## src/sfr_pkg.sv

```systemverilog
// Package of constants and types for the STS-1 frame-structure framer
package sfr_pkg;
   // ======================================================================
   // Frame geometry
   localparam int ROWS = 9;
   localparam int COLS = 90;
   localparam int TOH_COLS = 3;
   localparam int EC_COLS = 87;
   localparam int FRAME_BYTES = 810;
   localparam int FRAME_BITS = 6480;
   localparam int FRAME_RATE = 8000;
   localparam int LINE_BPS = FRAME_BITS * FRAME_RATE;
   // ======================================================================
   // Byte pacing from the 100 MHz clock
   localparam int CLK_HZ = 100_000_000;
   localparam int BYTE_RATE = FRAME_RATE * FRAME_BYTES;
   localparam logic [26:0] ACC_STEP = 27'(BYTE_RATE);
   localparam logic [26:0] ACC_MOD = 27'(CLK_HZ);
   // ======================================================================
   // Overhead byte positions (row, column), counted from zero
   localparam logic [3:0] ROW_FRAMING = 4'h0;
   localparam logic [3:0] ROW_B1 = 4'h1;
   localparam logic [3:0] ROW_PTR = 4'h3;
   localparam logic [3:0] ROW_K2 = 4'h4;
   localparam logic [3:0] ROW_LAST = 4'h8;
   localparam logic [6:0] COL_0 = 7'h00;
   localparam logic [6:0] COL_1 = 7'h01;
   localparam logic [6:0] COL_2 = 7'h02;
   localparam logic [6:0] COL_EC0 = 7'h03;
   localparam logic [6:0] COL_LAST = 7'h59;
   localparam logic [6:0] SPE_COL_LAST = 7'h56;
   // ======================================================================
   // Byte values and pointer fields
   localparam logic [7:0] FRAMING_A1 = 8'hf6;
   localparam logic [7:0] FRAMING_A2 = 8'h28;
   localparam logic [7:0] IDLE_BYTE = 8'h00;
   localparam logic [3:0] NDF_ON = 4'h9;
   localparam logic [3:0] NDF_OFF = 4'h6;
   localparam logic [9:0] PTR_MAX = 10'h30e;
   localparam logic [9:0] PTR_I_BITS = 10'h2aa;
   localparam logic [9:0] PTR_D_BITS = 10'h155;
   localparam logic [9:0] PTR_RESET = 10'h000;
   localparam logic [2:0] RDI_CODE = 3'h6;
   localparam logic [1:0] OOF_FRAMES = 2'h3;
   typedef enum logic {st_hunt, st_sync} sfr_rx_state_t;
endpackage

```

## src/sfr_pos_if.sv

```systemverilog
// Interface carrying a frame position counter and its byte-class flags
`timescale 1ns/100ps
interface sfr_pos_if;
   logic adv;
   logic restart;
   logic [3:0] row;
   logic [6:0] col;
   logic toh;
   logic ptr;
   logic ec;
   logic last;
   modport ctr (input adv, input restart, output row, output col, output toh,
      output ptr, output ec, output last);
   modport user (output adv, output restart, input row, input col, input toh,
      input ptr, input ec, input last);
endinterface

```

## src/sfr_framer.sv

```systemverilog
// STS-1 frame builder and receive delineator with pointer tracking
`timescale 1ns/100ps
module sfr_framer
   import sfr_pkg::*;
(
   input wire logic mclk,
   input wire logic rstn,
   input wire logic [9:0] tx_ptr,
   input wire logic tx_ndf,
   input wire logic tx_rdi,
   input wire logic [7:0] tx_trace,
   input wire logic [7:0] tx_payload,
   output logic [7:0] tx_byte,
   output logic tx_byte_stb,
   output logic tx_take,
   output logic tx_frame_start,
   input wire logic [7:0] rx_byte_pin,
   input wire logic rx_stb_pin,
   output logic rx_lock,
   output logic [7:0] rx_data,
   output logic rx_data_stb,
   output logic rx_frame_start,
   output logic rx_toh,
   output logic rx_ptr_slot,
   output logic rx_ec,
   output logic rx_poh,
   output logic rx_spe_start,
   output logic [9:0] rx_ptr_val,
   output logic rx_inc,
   output logic rx_dec,
   output logic rx_ndf,
   output logic rx_b1_err,
   output logic rx_rdi,
   output logic [7:0] rx_trace
);
   sfr_pos_if txp ();
   sfr_pos_if rxp ();

   sfr_pos_ctr u_tx_pos (
      .mclk(mclk),
      .rstn(rstn),
      .pos(txp)
   );
   sfr_pos_ctr u_rx_pos (
      .mclk(mclk),
      .rstn(rstn),
      .pos(rxp)
   );

   // ======================================================================
   // Byte pacing: fractional accumulator gives 6.48 Mbyte/s on average
   logic [26:0] acc_q;
   logic [26:0] acc_sum;
   logic tick;

   always_comb begin
      acc_sum = acc_q + ACC_STEP;
      tick = acc_sum >= ACC_MOD;
   end

   always_ff @(posedge mclk or negedge rstn) begin
      if (!rstn) begin
         acc_q <= '0;
      end else begin
         acc_q <= tick ? acc_sum - ACC_MOD : acc_sum;
      end
   end

   // ======================================================================
   // Transmit byte selection
   logic [7:0] tx_sel;
   logic [7:0] tx_bip_q;
   logic [7:0] tx_b1_q;

   assign txp.adv = tick;
   assign txp.restart = 1'b0;

   // Unused overhead, DCC slots included, goes out as idle
   always_comb begin
      tx_sel = IDLE_BYTE;
      if (txp.ec) begin
         tx_sel = tx_payload;
      end else if (txp.row == ROW_FRAMING && txp.col == COL_0) begin
         tx_sel = FRAMING_A1;
      end else if (txp.row == ROW_FRAMING && txp.col == COL_1) begin
         tx_sel = FRAMING_A2;
      end else if (txp.row == ROW_FRAMING && txp.col == COL_2) begin
         tx_sel = tx_trace;
      end else if (txp.row == ROW_B1 && txp.col == COL_0) begin
         tx_sel = tx_b1_q;
      end else if (txp.ptr && txp.col == COL_0) begin
         tx_sel = {tx_ndf ? NDF_ON : NDF_OFF, 2'b00, tx_ptr[9:8]};
      end else if (txp.ptr && txp.col == COL_1) begin
         tx_sel = tx_ptr[7:0];
      end else if (txp.row == ROW_K2 && txp.col == COL_2) begin
         tx_sel = {5'h00, tx_rdi ? RDI_CODE : 3'h0};
      end
   end

   always_ff @(posedge mclk or negedge rstn) begin
      if (!rstn) begin
         tx_byte <= IDLE_BYTE;
         tx_byte_stb <= 1'b0;
         tx_take <= 1'b0;
         tx_frame_start <= 1'b0;
      end else begin
         tx_byte_stb <= tick;
         tx_take <= tick && txp.ec;
         tx_frame_start <= tick && txp.row == ROW_FRAMING && txp.col == COL_0;
         if (tick) begin
            tx_byte <= tx_sel;
         end
      end
   end

   // Parity covers the whole previous frame as sent
   always_ff @(posedge mclk or negedge rstn) begin
      if (!rstn) begin
         tx_bip_q <= 8'h00;
         tx_b1_q <= 8'h00;
      end else if (tick) begin
         if (txp.last) begin
            tx_b1_q <= tx_bip_q ^ tx_sel;
            tx_bip_q <= 8'h00;
         end else begin
            tx_bip_q <= tx_bip_q ^ tx_sel;
         end
      end
   end

   // ======================================================================
   // Receive pin synchronisers
   logic [7:0] rx_d1_q;
   logic [7:0] rx_d2_q;
   logic rx_s1_q;
   logic rx_s2_q;
   logic rx_s3_q;
   logic stb;
   logic [7:0] rb;

   always_ff @(posedge mclk or negedge rstn) begin
      if (!rstn) begin
         rx_d1_q <= 8'h00;
         rx_d2_q <= 8'h00;
         rx_s1_q <= 1'b0;
         rx_s2_q <= 1'b0;
         rx_s3_q <= 1'b0;
      end else begin
         rx_d1_q <= rx_byte_pin;
         rx_d2_q <= rx_d1_q;
         rx_s1_q <= rx_stb_pin;
         rx_s2_q <= rx_s1_q;
         rx_s3_q <= rx_s2_q;
      end
   end

   // Data must be steady a few cycles around the strobe's rising edge
   assign stb = rx_s2_q && !rx_s3_q;
   assign rb = rx_d2_q;

   // ======================================================================
   // Frame search and loss of frame
   sfr_rx_state_t st_q;
   logic [7:0] prev_q;
   logic [1:0] miss_q;
   logic bad_q;
   logic found;

   assign found = stb && st_q == st_hunt && prev_q == FRAMING_A1 && rb == FRAMING_A2;
   assign rxp.restart = found;
   assign rxp.adv = stb && st_q == st_sync;

   always_ff @(posedge mclk or negedge rstn) begin
      if (!rstn) begin
         st_q <= st_hunt;
         prev_q <= 8'h00;
         miss_q <= 2'h0;
         bad_q <= 1'b0;
      end else if (stb) begin
         prev_q <= rb;
         case (st_q)
            st_hunt: begin
               miss_q <= 2'h0;
               bad_q <= 1'b0;
               if (found) begin
                  st_q <= st_sync;
               end
            end
            st_sync: begin
               if (rxp.row == ROW_FRAMING && rxp.col == COL_0) begin
                  bad_q <= rb != FRAMING_A1;
               end else if (rxp.row == ROW_FRAMING && rxp.col == COL_1) begin
                  if (bad_q || rb != FRAMING_A2) begin
                     miss_q <= miss_q + 2'h1;
                     if (miss_q == OOF_FRAMES) begin
                        st_q <= st_hunt;
                     end
                  end else begin
                     miss_q <= 2'h0;
                  end
               end
            end
            default: st_q <= st_hunt;
         endcase
      end
   end

   // ======================================================================
   // Pointer interpretation
   logic [7:0] h1_q;
   logic [9:0] pnew;
   logic [9:0] pinv;
   logic at_h2;

   assign pnew = {h1_q[1:0], rb};
   assign pinv = pnew ^ rx_ptr_val;
   assign at_h2 = rxp.adv && rxp.ptr && rxp.col == COL_1;

   always_ff @(posedge mclk or negedge rstn) begin
      if (!rstn) begin
         h1_q <= 8'h00;
         rx_ptr_val <= PTR_RESET;
         rx_inc <= 1'b0;
         rx_dec <= 1'b0;
         rx_ndf <= 1'b0;
      end else begin
         rx_inc <= 1'b0;
         rx_dec <= 1'b0;
         rx_ndf <= 1'b0;
         if (rxp.adv && rxp.ptr && rxp.col == COL_0) begin
            h1_q <= rb;
         end
         if (at_h2) begin
            if (h1_q[7:4] == NDF_ON && pnew <= PTR_MAX) begin
               rx_ptr_val <= pnew;
               rx_ndf <= 1'b1;
            end else if (pinv == PTR_I_BITS) begin
               rx_ptr_val <= (rx_ptr_val == PTR_MAX) ? PTR_RESET : rx_ptr_val + 10'h001;
               rx_inc <= 1'b1;
            end else if (pinv == PTR_D_BITS) begin
               rx_ptr_val <= (rx_ptr_val == PTR_RESET) ? PTR_MAX : rx_ptr_val - 10'h001;
               rx_dec <= 1'b1;
            end else if (pnew <= PTR_MAX) begin
               rx_ptr_val <= pnew;
            end
         end
      end
   end

   // ======================================================================
   // Envelope location: offset zero is the byte after H3
   logic [9:0] ec_idx_q;
   logic [9:0] ec_idx;
   logic [6:0] spe_col_q;
   logic [6:0] spe_col;
   logic spe_vld_q;
   logic spe_hit;

   always_comb begin
      ec_idx = (rxp.row == ROW_PTR && rxp.col == COL_EC0) ? 10'h000 : ec_idx_q + 10'h001;
      spe_hit = rxp.ec && ec_idx == rx_ptr_val;
      spe_col = (spe_hit || spe_col_q == SPE_COL_LAST) ? 7'h00 : spe_col_q + 7'h01;
   end

   always_ff @(posedge mclk or negedge rstn) begin
      if (!rstn) begin
         ec_idx_q <= 10'h000;
         spe_col_q <= 7'h00;
         spe_vld_q <= 1'b0;
      end else if (found) begin
         spe_vld_q <= 1'b0;
      end else if (rxp.adv && rxp.ec) begin
         ec_idx_q <= ec_idx;
         spe_col_q <= spe_col;
         spe_vld_q <= spe_vld_q || spe_hit;
      end
   end

   // ======================================================================
   // Received byte, classes and overhead checks
   logic [7:0] rx_bip_q;
   logic [7:0] rx_b1_calc_q;
   logic b1_armed_q;

   always_ff @(posedge mclk or negedge rstn) begin
      if (!rstn) begin
         rx_lock <= 1'b0;
         rx_data <= 8'h00;
         rx_data_stb <= 1'b0;
         rx_frame_start <= 1'b0;
         rx_toh <= 1'b0;
         rx_ptr_slot <= 1'b0;
         rx_ec <= 1'b0;
         rx_poh <= 1'b0;
         rx_spe_start <= 1'b0;
      end else begin
         rx_lock <= st_q == st_sync;
         rx_data_stb <= rxp.adv;
         rx_frame_start <= found;
         if (rxp.adv) begin
            rx_data <= rb;
            rx_toh <= rxp.toh;
            rx_ptr_slot <= rxp.ptr;
            rx_ec <= rxp.ec;
            rx_poh <= rxp.ec && (spe_vld_q || spe_hit) && spe_col == 7'h00;
            rx_spe_start <= spe_hit;
         end else begin
            rx_poh <= 1'b0;
            rx_spe_start <= 1'b0;
         end
      end
   end

   always_ff @(posedge mclk or negedge rstn) begin
      if (!rstn) begin
         rx_bip_q <= 8'h00;
         rx_b1_calc_q <= 8'h00;
         b1_armed_q <= 1'b0;
         rx_b1_err <= 1'b0;
         rx_rdi <= 1'b0;
         rx_trace <= 8'h00;
      end else begin
         rx_b1_err <= 1'b0;
         if (found) begin
            rx_bip_q <= FRAMING_A1 ^ FRAMING_A2;
            b1_armed_q <= 1'b0;
         end else if (rxp.adv) begin
            if (rxp.last) begin
               rx_b1_calc_q <= rx_bip_q ^ rb;
               rx_bip_q <= 8'h00;
               b1_armed_q <= 1'b1;
            end else begin
               rx_bip_q <= rx_bip_q ^ rb;
            end
            if (rxp.row == ROW_B1 && rxp.col == COL_0) begin
               rx_b1_err <= b1_armed_q && rb != rx_b1_calc_q;
            end
            if (rxp.row == ROW_K2 && rxp.col == COL_2) begin
               rx_rdi <= rb[2:0] == RDI_CODE;
            end
            if (rxp.row == ROW_FRAMING && rxp.col == COL_2) begin
               rx_trace <= rb;
            end
         end
      end
   end

   // ======================================================================
   // Checks
   logic [9:0] tx_nb_q;
   logic tx_seen_q;

   always_ff @(posedge mclk or negedge rstn) begin
      if (!rstn) begin
         tx_nb_q <= 10'h000;
         tx_seen_q <= 1'b0;
      end else if (tx_frame_start) begin
         tx_nb_q <= 10'h000;
         tx_seen_q <= 1'b1;
      end else if (tx_byte_stb) begin
         tx_nb_q <= tx_nb_q + 10'h001;
      end
   end

   a_tx_frame_len: assert property (@(posedge mclk) disable iff (!rstn)
      tx_frame_start && tx_seen_q |-> tx_nb_q == 10'(FRAME_BYTES - 1))
      else $error("frame not 810 bytes");
   a_tx_byte_pace: assert property (@(posedge mclk) disable iff (!rstn)
      tx_byte_stb |=> !tx_byte_stb [*8])
      else $error("bytes faster than line rate");
   a_tx_a1_first: assert property (@(posedge mclk) disable iff (!rstn)
      tx_frame_start |-> tx_byte_stb && tx_byte == FRAMING_A1)
      else $error("frame does not open with A1");
   a_tx_take_ec: assert property (@(posedge mclk) disable iff (!rstn)
      tx_take |-> tx_byte_stb && tx_byte == $past(tx_payload))
      else $error("payload take without envelope byte");
   a_rx_sync_found: assert property (@(posedge mclk) disable iff (!rstn)
      found |=> ##1 rx_lock && rx_frame_start == 1'b0)
      else $error("lock not taken after framing");
   a_rx_class_split: assert property (@(posedge mclk) disable iff (!rstn)
      rx_data_stb |-> rx_toh != rx_ec)
      else $error("byte both overhead and envelope");
   a_rx_ptr_toh: assert property (@(posedge mclk) disable iff (!rstn)
      rx_ptr_slot |-> rx_toh && !rx_ec)
      else $error("pointer slot outside overhead");
   a_rx_poh_ec: assert property (@(posedge mclk) disable iff (!rstn)
      rx_poh |-> rx_ec && rx_data_stb)
      else $error("path overhead outside envelope");
   a_rx_ptr_range: assert property (@(posedge mclk) disable iff (!rstn)
      rx_inc || rx_dec || rx_ndf |-> rx_ptr_val <= PTR_MAX && !(rx_inc && rx_dec))
      else $error("pointer out of range");
endmodule

```

## src/sfr_pos_ctr.sv

```systemverilog
// Row and column counter of one frame slot, with registered byte-class flags
`timescale 1ns/100ps
module sfr_pos_ctr
   import sfr_pkg::*;
(
   input wire logic mclk,
   input wire logic rstn,
   sfr_pos_if.ctr pos
);
   logic [3:0] row_d;
   logic [6:0] col_d;

   // ======================================================================
   // Next slot: row by row, left to right, wrap with no gap
   always_comb begin
      row_d = pos.row;
      col_d = pos.col;
      if (pos.restart) begin
         row_d = ROW_FRAMING;
         col_d = COL_2;
      end else if (pos.adv) begin
         if (pos.col == COL_LAST) begin
            col_d = COL_0;
            row_d = (pos.row == ROW_LAST) ? ROW_FRAMING : pos.row + 4'h1;
         end else begin
            col_d = pos.col + 7'h01;
         end
      end
   end

   always_ff @(posedge mclk or negedge rstn) begin
      if (!rstn) begin
         pos.row <= ROW_FRAMING;
         pos.col <= COL_0;
         pos.toh <= 1'b1;
         pos.ptr <= 1'b0;
         pos.ec <= 1'b0;
         pos.last <= 1'b0;
      end else begin
         pos.row <= row_d;
         pos.col <= col_d;
         pos.toh <= col_d < COL_EC0;
         pos.ptr <= (row_d == ROW_PTR) && (col_d < COL_EC0);
         pos.ec <= col_d >= COL_EC0;
         pos.last <= (row_d == ROW_LAST) && (col_d == COL_LAST);
      end
   end

   a_slot_in_frame: assert property (@(posedge mclk) disable iff (!rstn)
      (pos.row < 4'(ROWS)) && (pos.col < 7'(COLS)))
      else $error("slot outside 9 by 90 frame");
   a_class_split: assert property (@(posedge mclk) disable iff (!rstn)
      pos.adv && !pos.restart && pos.col == COL_2 |=> pos.ec && !pos.toh)
      else $error("overhead not three columns wide");
endmodule

```

## config.mk

```make
export PLATFORM = sky130hd
export DESIGN_NAME = sfr_framer
export DESIGN_NICKNAME = d
export VERILOG_FILES = /design/src/sfr_pkg.sv /design/src/sfr_pos_if.sv /design/src/sfr_framer.sv /design/src/sfr_pos_ctr.sv
export SDC_FILE = /design/constraint.sdc
export NUM_CORES = 1
export LEC_CHECK = 0
export ABC_AREA = 1
export BUFFER_PORTS_ARGS = -buffer_cell sky130_fd_sc_hd__clkbuf_2
export CORE_ASPECT_RATIO = 0.9
export CORE_MARGIN = 4
export CORE_UTILIZATION = 50
export CTS_CLUSTER_SIZE = 10
export DETAILED_ROUTE_END_ITERATION = 6
export PLACE_DENSITY = 0.78
export SYNTH_ARGS = -nofsm -noshare
export SYNTH_HDL_FRONTEND = slang
export SYNTH_SLANG_ARGS = --single-unit
```

## constraint.sdc

```tcl
create_clock -name mclk -period 3.1 [get_ports mclk]
set_input_delay 0.155 -clock mclk [delete_from_list [all_inputs] [get_ports mclk]]
set_output_delay 0.155 -clock mclk [all_outputs]
set_load 0.005 [all_outputs]
```

Yosys cells after proc, flatten, opt, wreduce, memory -nomap -nowiden:

Index checks and enable logic that the tools add are counted.

* register bits after elaboration: 196
* bits of input ports: 39
* output and inout bits: 50
* word-level logic and storage cells: 231

* add/sub/neg operators: 11
* $lt $le $gt $ge: 6
* equality and inequality tests: 36
* muxes and demuxes: 66
* bitwise logic cells: 5
* reduce and logical (&&, ||, !) cells: 57

Operator list (count)
* 8-bit 2-to-1 mux: 11
* 10-bit 2-to-1 mux: 7
* 7-bit 2-to-1 mux: 6
* 7-bit equality test, second input constant: 5
* 1-bit logical AND: 34
* 4-bit 2-to-1 mux: 8
* 27-bit by 23-bit adder with 27-bit output, second input constant: 1
* 27-bit >= comparator, second input constant: 1
* 27-bit 2-to-1 mux: 1
* 27-bit subtractor, second input constant: 1
* 1-bit 2-to-1 mux: 25
* 7-bit by 1-bit adder with 7-bit output, second input constant: 3
* 7-bit by 2-bit equality test with 1-bit output, second input constant: 3
* 7-bit logical NOT: 3
* 10-bit by 1-bit adder with 10-bit output, second input constant: 2
* 10-bit equality test, second input constant: 2
* 4-bit equality test, second input constant: 5
* 8-bit bitwise XOR: 2
* 7-bit by 1-bit equality test with 1-bit output, second input constant: 2
* 7-bit by 2-bit >= comparator with 1-bit output, second input constant: 2
* 7-bit by 2-bit less-than comparator with 1-bit output, second input constant: 2
* 4-bit by 2-bit equality test with 1-bit output, second input constant: 3
* 3-bit AND reduction: 4
* 10-bit equality test: 1
* other kinds (29): 47

Depth between registers and ports, before layout:

* depth in word-level cells: 12
* depth in mapped cells: 22
* mapped depth without buffers: 22

Cells and area by module:

From an unflattened synthesis, not the netlist that was laid out.

* cells, all modules: 1500
* area total of the unflattened synthesis: 11189.5 um^2

By module, submodules not included
* sfr_framer: times used 1, cells an instance 1230, area an instance 9230.1 um^2, seq. area each 3953.8 um^2
* sfr_pos_ctr at u_rx_pos: times used 1, cells an instance 135, area an instance 999.7 um^2, seq. area each 376.6 um^2
* sfr_pos_ctr at u_tx_pos: times used 1, cells an instance 135, area an instance 959.7 um^2, seq. area each 376.6 um^2

Least setup slack after synthesis:

OpenSTA, ideal clock, no wires.

* kind: register -> register
* start: register acc_q[7]
* end: register acc_q[12]
* setup time: 0.125 ns
* arrival: 2.227 ns
* data required time: 2.975 ns
* slack: 0.748 ns
* stages on the path, launching flop included: 20
* path buffers: 2
* period minus slack after synthesis: 2.352 ns
* path through: dfrtp_1 > ha_1 > nand2_1 > inv_2 > nand2_2 > nand2_2 > nand2_1 > nand2_1 > nand2_1 > nand2_1 > nor2_4 > nand2_2 > nor2_1 > nor2_4 > nand2_4 > buf_8 > buf_4 > nand2_1 > o21ai_0 > o21ai_1

* longest elaborated chain between the ends: 3
* elaborated cells on any way between the ends: 4
* those cells by class: 2 x add/sub; 1 x order compare; 1 x mux

RTL lines
* start, declared: RTL line sfr_framer.sv:52 `logic [26:0] acc_q;`
* start signal, assigned: RTL line sfr_framer.sv:65 `acc_q <= tick ? acc_sum - ACC_MOD : acc_sum;`
* 27-bit by 23-bit adder with 27-bit output *: RTL line sfr_framer.sv:57 `acc_sum = acc_q + ACC_STEP;`
* 27-bit subtractor / 27-bit >= comparator (equally long branches): RTL line sfr_framer.sv:65, sfr_framer.sv:58
* 27-bit 2-to-1 mux *: RTL line sfr_framer.sv:65

Mark *: on every way between the ends. The rest lies on a longest branch, timed or not.
A chain may end at the register's enable or synchronous reset.

Worst setup path after layout:

* start: register acc_q[7]
* end: register u_tx_pos.pos.ptr

* longest elaborated chain between the ends: 5
* elaborated cells on any way between the ends: 7
* those cells by class: 1 x add/sub; 2 x order compare; 1 x eq/ne; 2 x mux; 1 x reduce/logical

RTL lines
* 27-bit by 23-bit adder with 27-bit output: RTL line sfr_framer.sv:57
* 27-bit >= comparator: RTL line sfr_framer.sv:58 `tick = acc_sum >= ACC_MOD;`
* 7-bit 2-to-1 mux: RTL line sfr_pos_ctr.sv:21 `end else if (pos.adv) begin`
* via u_tx_pos.col_d[4]: RTL line sfr_pos_ctr.sv:11 `logic [6:0] col_d;`
* 7-bit by 2-bit less-than comparator with 1-bit output
* 1-bit logical AND: RTL line sfr_pos_ctr.sv:43 `pos.ptr <= (row_d == ROW_PTR) && (col_d < COL_EC0);`
* end signal, assigned: RTL line sfr_pos_ctr.sv:43
* end, declared: RTL line sfr_pos_if.sv:13 `output ptr, output ec, output last);`

The timed path passes the listed nets, and every way through them passes these cells.

==> impl_results.md <==
* Status: finished, final reports clean
* GRT met1 Usage at 0.3167
* Die height at 145.8 um
* Worst setup path startpoint: acc_q[7]
* Total Routing Usage GR at 0.2199
* Die outline area at 0.02350 mm2
* Worst Tran Pin Value at 0.8178 ns
* Seq/Total Area, Yosys at 0.4435
* Wire per inst at 14.77 um
* Antenna-violating nets left at 0
* Area share of xor/xnor cells in the synthesized design at 0.07125
* Met2 Use GR at 0.3470
* CTS buffer count at 17
* Share of layout cells above drive strength 1 at 0.1436
* Die width at 161.1 um
* Nature of the critical path endpoint: flop
* Largest family of logic cells by synthesized area: simple AND/OR/NAND/NOR gates
* Asr flop ratio synth at 1.000
* DRC at 0
* Setup_tns at 0 ns
* NumNets Final at 1505
* H-tree Lvls at 4
* Sw frac at 0.2926
* CTS tree: yes
* Router iterations before antenna repair at 6
* Final period utilization at 0.9245
* R2r worst-path depth at 17
* Layout fillers at 1831
* Psw at 1.735 mW
* Layout area overhead at 14.57%
* Mapped Area at 0.01055 mm2
* Biggest regs: acc_q x20, ec_idx_q x10, rx_ptr_val x10
* Largest net degree at the start of global routing at 69
* Worst setup path endpoint: u_tx_pos.pos.ptr
* Simple-Gate Fraction of Synth Area at 0.2643
* Combinational power share at 0.160
* Count of cell types in the netlist at 50
* Mux cell area share after synthesis at 0.009484
* DRT Wirelength at 25.71 mm
* Std-Cell Rows at 50
* Max FFs per register at 20
* Initial antenna violation count at 0
* Startpoint Class: flop
* Most common cell after layout, fill and taps aside: nand2_1
* Synth Area in Adders at 0.02845
* Antenna Cells at 0
* Fmax at 348.9 MHz
* Avg Vias per Cell at 5.334
* Layout Skew at 0.01286 ns
* Hold WC Path Type: in2reg
* EDFF count, synth at 0
* Ports at 89
* Clk pwr share at 0.355
* Maximum buffer depth of the clock tree at 2
* Grt peak-use layer: met2
* Most frequent cells in the layout: nand2_1 (292), dfrtp_1 (186), inv_1 (159), nor2_1 (119), o21ai_0 (117)
* Slew Viols, Final at 0
* CP required at 3.43 ns
* Clock-pin slew on the worst setup and hold paths at 0.08 ns
* Post-DP HPWL at 18.79 mm
* Post-layout minimum cycle time at 2.866 ns
* Seq cells post-synth at 187
* Post-synth top flop: dfrtp_1
* Internal power at 4.196 mW
* WHS at 0.02873 ns
* VDD IR-drop max at 0.0004180 V
* Critical path class: reg2reg
* Crit-path max FO at 10
* Syn_nets at 1398
* Leak pwr at 5.953 nW
* DR iter-0 viols at 866
* Syn avg cell area at 7.906 um2
* # port buffers at 88
* RSZ-0062 raised after global routing: false
* Clock latency on the worst-skew pair at 0.44 ns
* Sequential cell fraction of total power at 0.485
* Synthesis Warnings at 0
* Final setup viols at 0
* CTS sink cnt at 187
* Reg-to-Reg End: u_tx_pos.pos.ptr
* Core area at 0.02077 mm2
* Clock root buffer master: clkbuf_16
* Initial Utilization at 0.5081
* Vias at 9286
* Largest Register: acc_q
* FF-to-FF Start: acc_q[7]
* Max-Slew Margin vs Limit at 0.4528
* Met3 Use GR at 0.04022
* Post-synthesis compound-gate area fraction at 0.1085
* GR Overflow Total at 0
* Syn Inst Count at 1335
* GPL Wtd Cong at 0.9322
* Final hold violations at 0
* Flop-to-flop setup slack at 0.23 ns
* Critical Path AT at 3.19 ns
* PD cells at 490.5 mW/mm2
* Global-route wire length before repair at 43.14 mm
* Max_cap viols at 0
* Vias in the first global route at 8828
power groups by stage:
stage	clock network, mW	logic, mW	registers (mW)
final	2.10	0.949	2.88
after global routing	2.24	1.09	2.91
after CTS	2.14	0.955	2.88
after detailed placement	0	0.933	2.92
after global placement	0	0.897	2.91
after floorplan	0	0.624	2.87
synth_stat cells, types with 22 or more instances:
library cell  instances  area share
nand2_1             293        0.10
dfrtp_1             186        0.44
inv_1               159       0.057
nor2_1              120       0.043
o21ai_0             117       0.055
nand3_1              93       0.044
xor2_1               71       0.059
a21oi_1              27       0.013
nor3_1               27       0.013
clkbuf_1             24      0.0085
ha_1                 24       0.028
nand4_1              22       0.013
how the worst min path moves through the flow:
stage,to,cells past startpoint,startpoint
finish,tx_byte[3],3,tx_payload[3]
CTS,tx_byte[3],3,tx_payload[3]
global placement,rx_s2_q,1,rstn
detailed placement,rx_s2_q,1,rstn
global route,tx_byte[3],3,tx_payload[3]
floorplan,acc_q[10],0,rstn
cell families after synthesis:
| kind of cell | after synthesis |
|---|---|
| mux | 9 |
| buf+inv | 202 |
| xor+xnor | 85 |
| compound gates | 204 |
| fa+ha+maj | 24 |
| simple gates | 624 |
| flops | 187 |
cell type report:
class | count | area, um2 | share of cell area
clock buffers | 20 | 446.7 | 0.03694
clock inverters | 12 | 113.9 | 0.009416
inverters | 169 | 634.4 | 0.05246
multi-input cells | 947 | 5119 | 0.4233
flip-flops and latches | 187 | 4681 | 0.3871
well taps | 286 | 357.8 | 0.02959
repair buffers | 120 | 739.5 | 0.06115
metal layers:
layer	wire, um	vias to the layer above
met3	1687	32
met2	11770	332
met1	11910	4352
met4	349	0
met5	0	-
li1	-	4570
what timing repair did:
action                                  4_1_cts  5_1_grt
endpoints found under the hold margin        56        0
resized for setup                             0        4
hold buffers                                 10        0
endpoints found under the setup margin        0       25
setup buffers                                 0        2
critical path, cell delays in order, from the launching register on:
cell	delay (ns)
dfrtp_1	0.42
ha_1	0.26
nand2_1	0.12
inv_2	0.05
nand2_2	0.10
nand2_2	0.09
nand2_1	0.10
xor2_2	0.29
nand2_1	0.12
nand2_2	0.10
nand2_1	0.07
nand2_2	0.19
nand2_8	0.13
buf_12	0.16
o21ai_0	0.30
nor2_1	0.11
nand3_2	0.10
nor2_2	0.03
metrics by stage:
stage | worst slack (ns) | cells | util | cell area [um2] | power, mW
floorplan | 0.7477 | 1335 | - | 10550 | 3.497
finish | 0.2342 | 1741 | 0.5822 | 12090 | 5.931
CTS | 0.09705 | 1738 | 0.5793 | 12030 | 5.971
global route | 0.004830 | 1741 | 0.5822 | 12090 | 6.247
detailed placement | 0.1331 | 1696 | 0.5475 | 11370 | 3.851
global placement | 0.3213 | 1696 | 0.5475 | 11370 | 3.805
No activity file was read; power rests on OpenSTA's default activity.
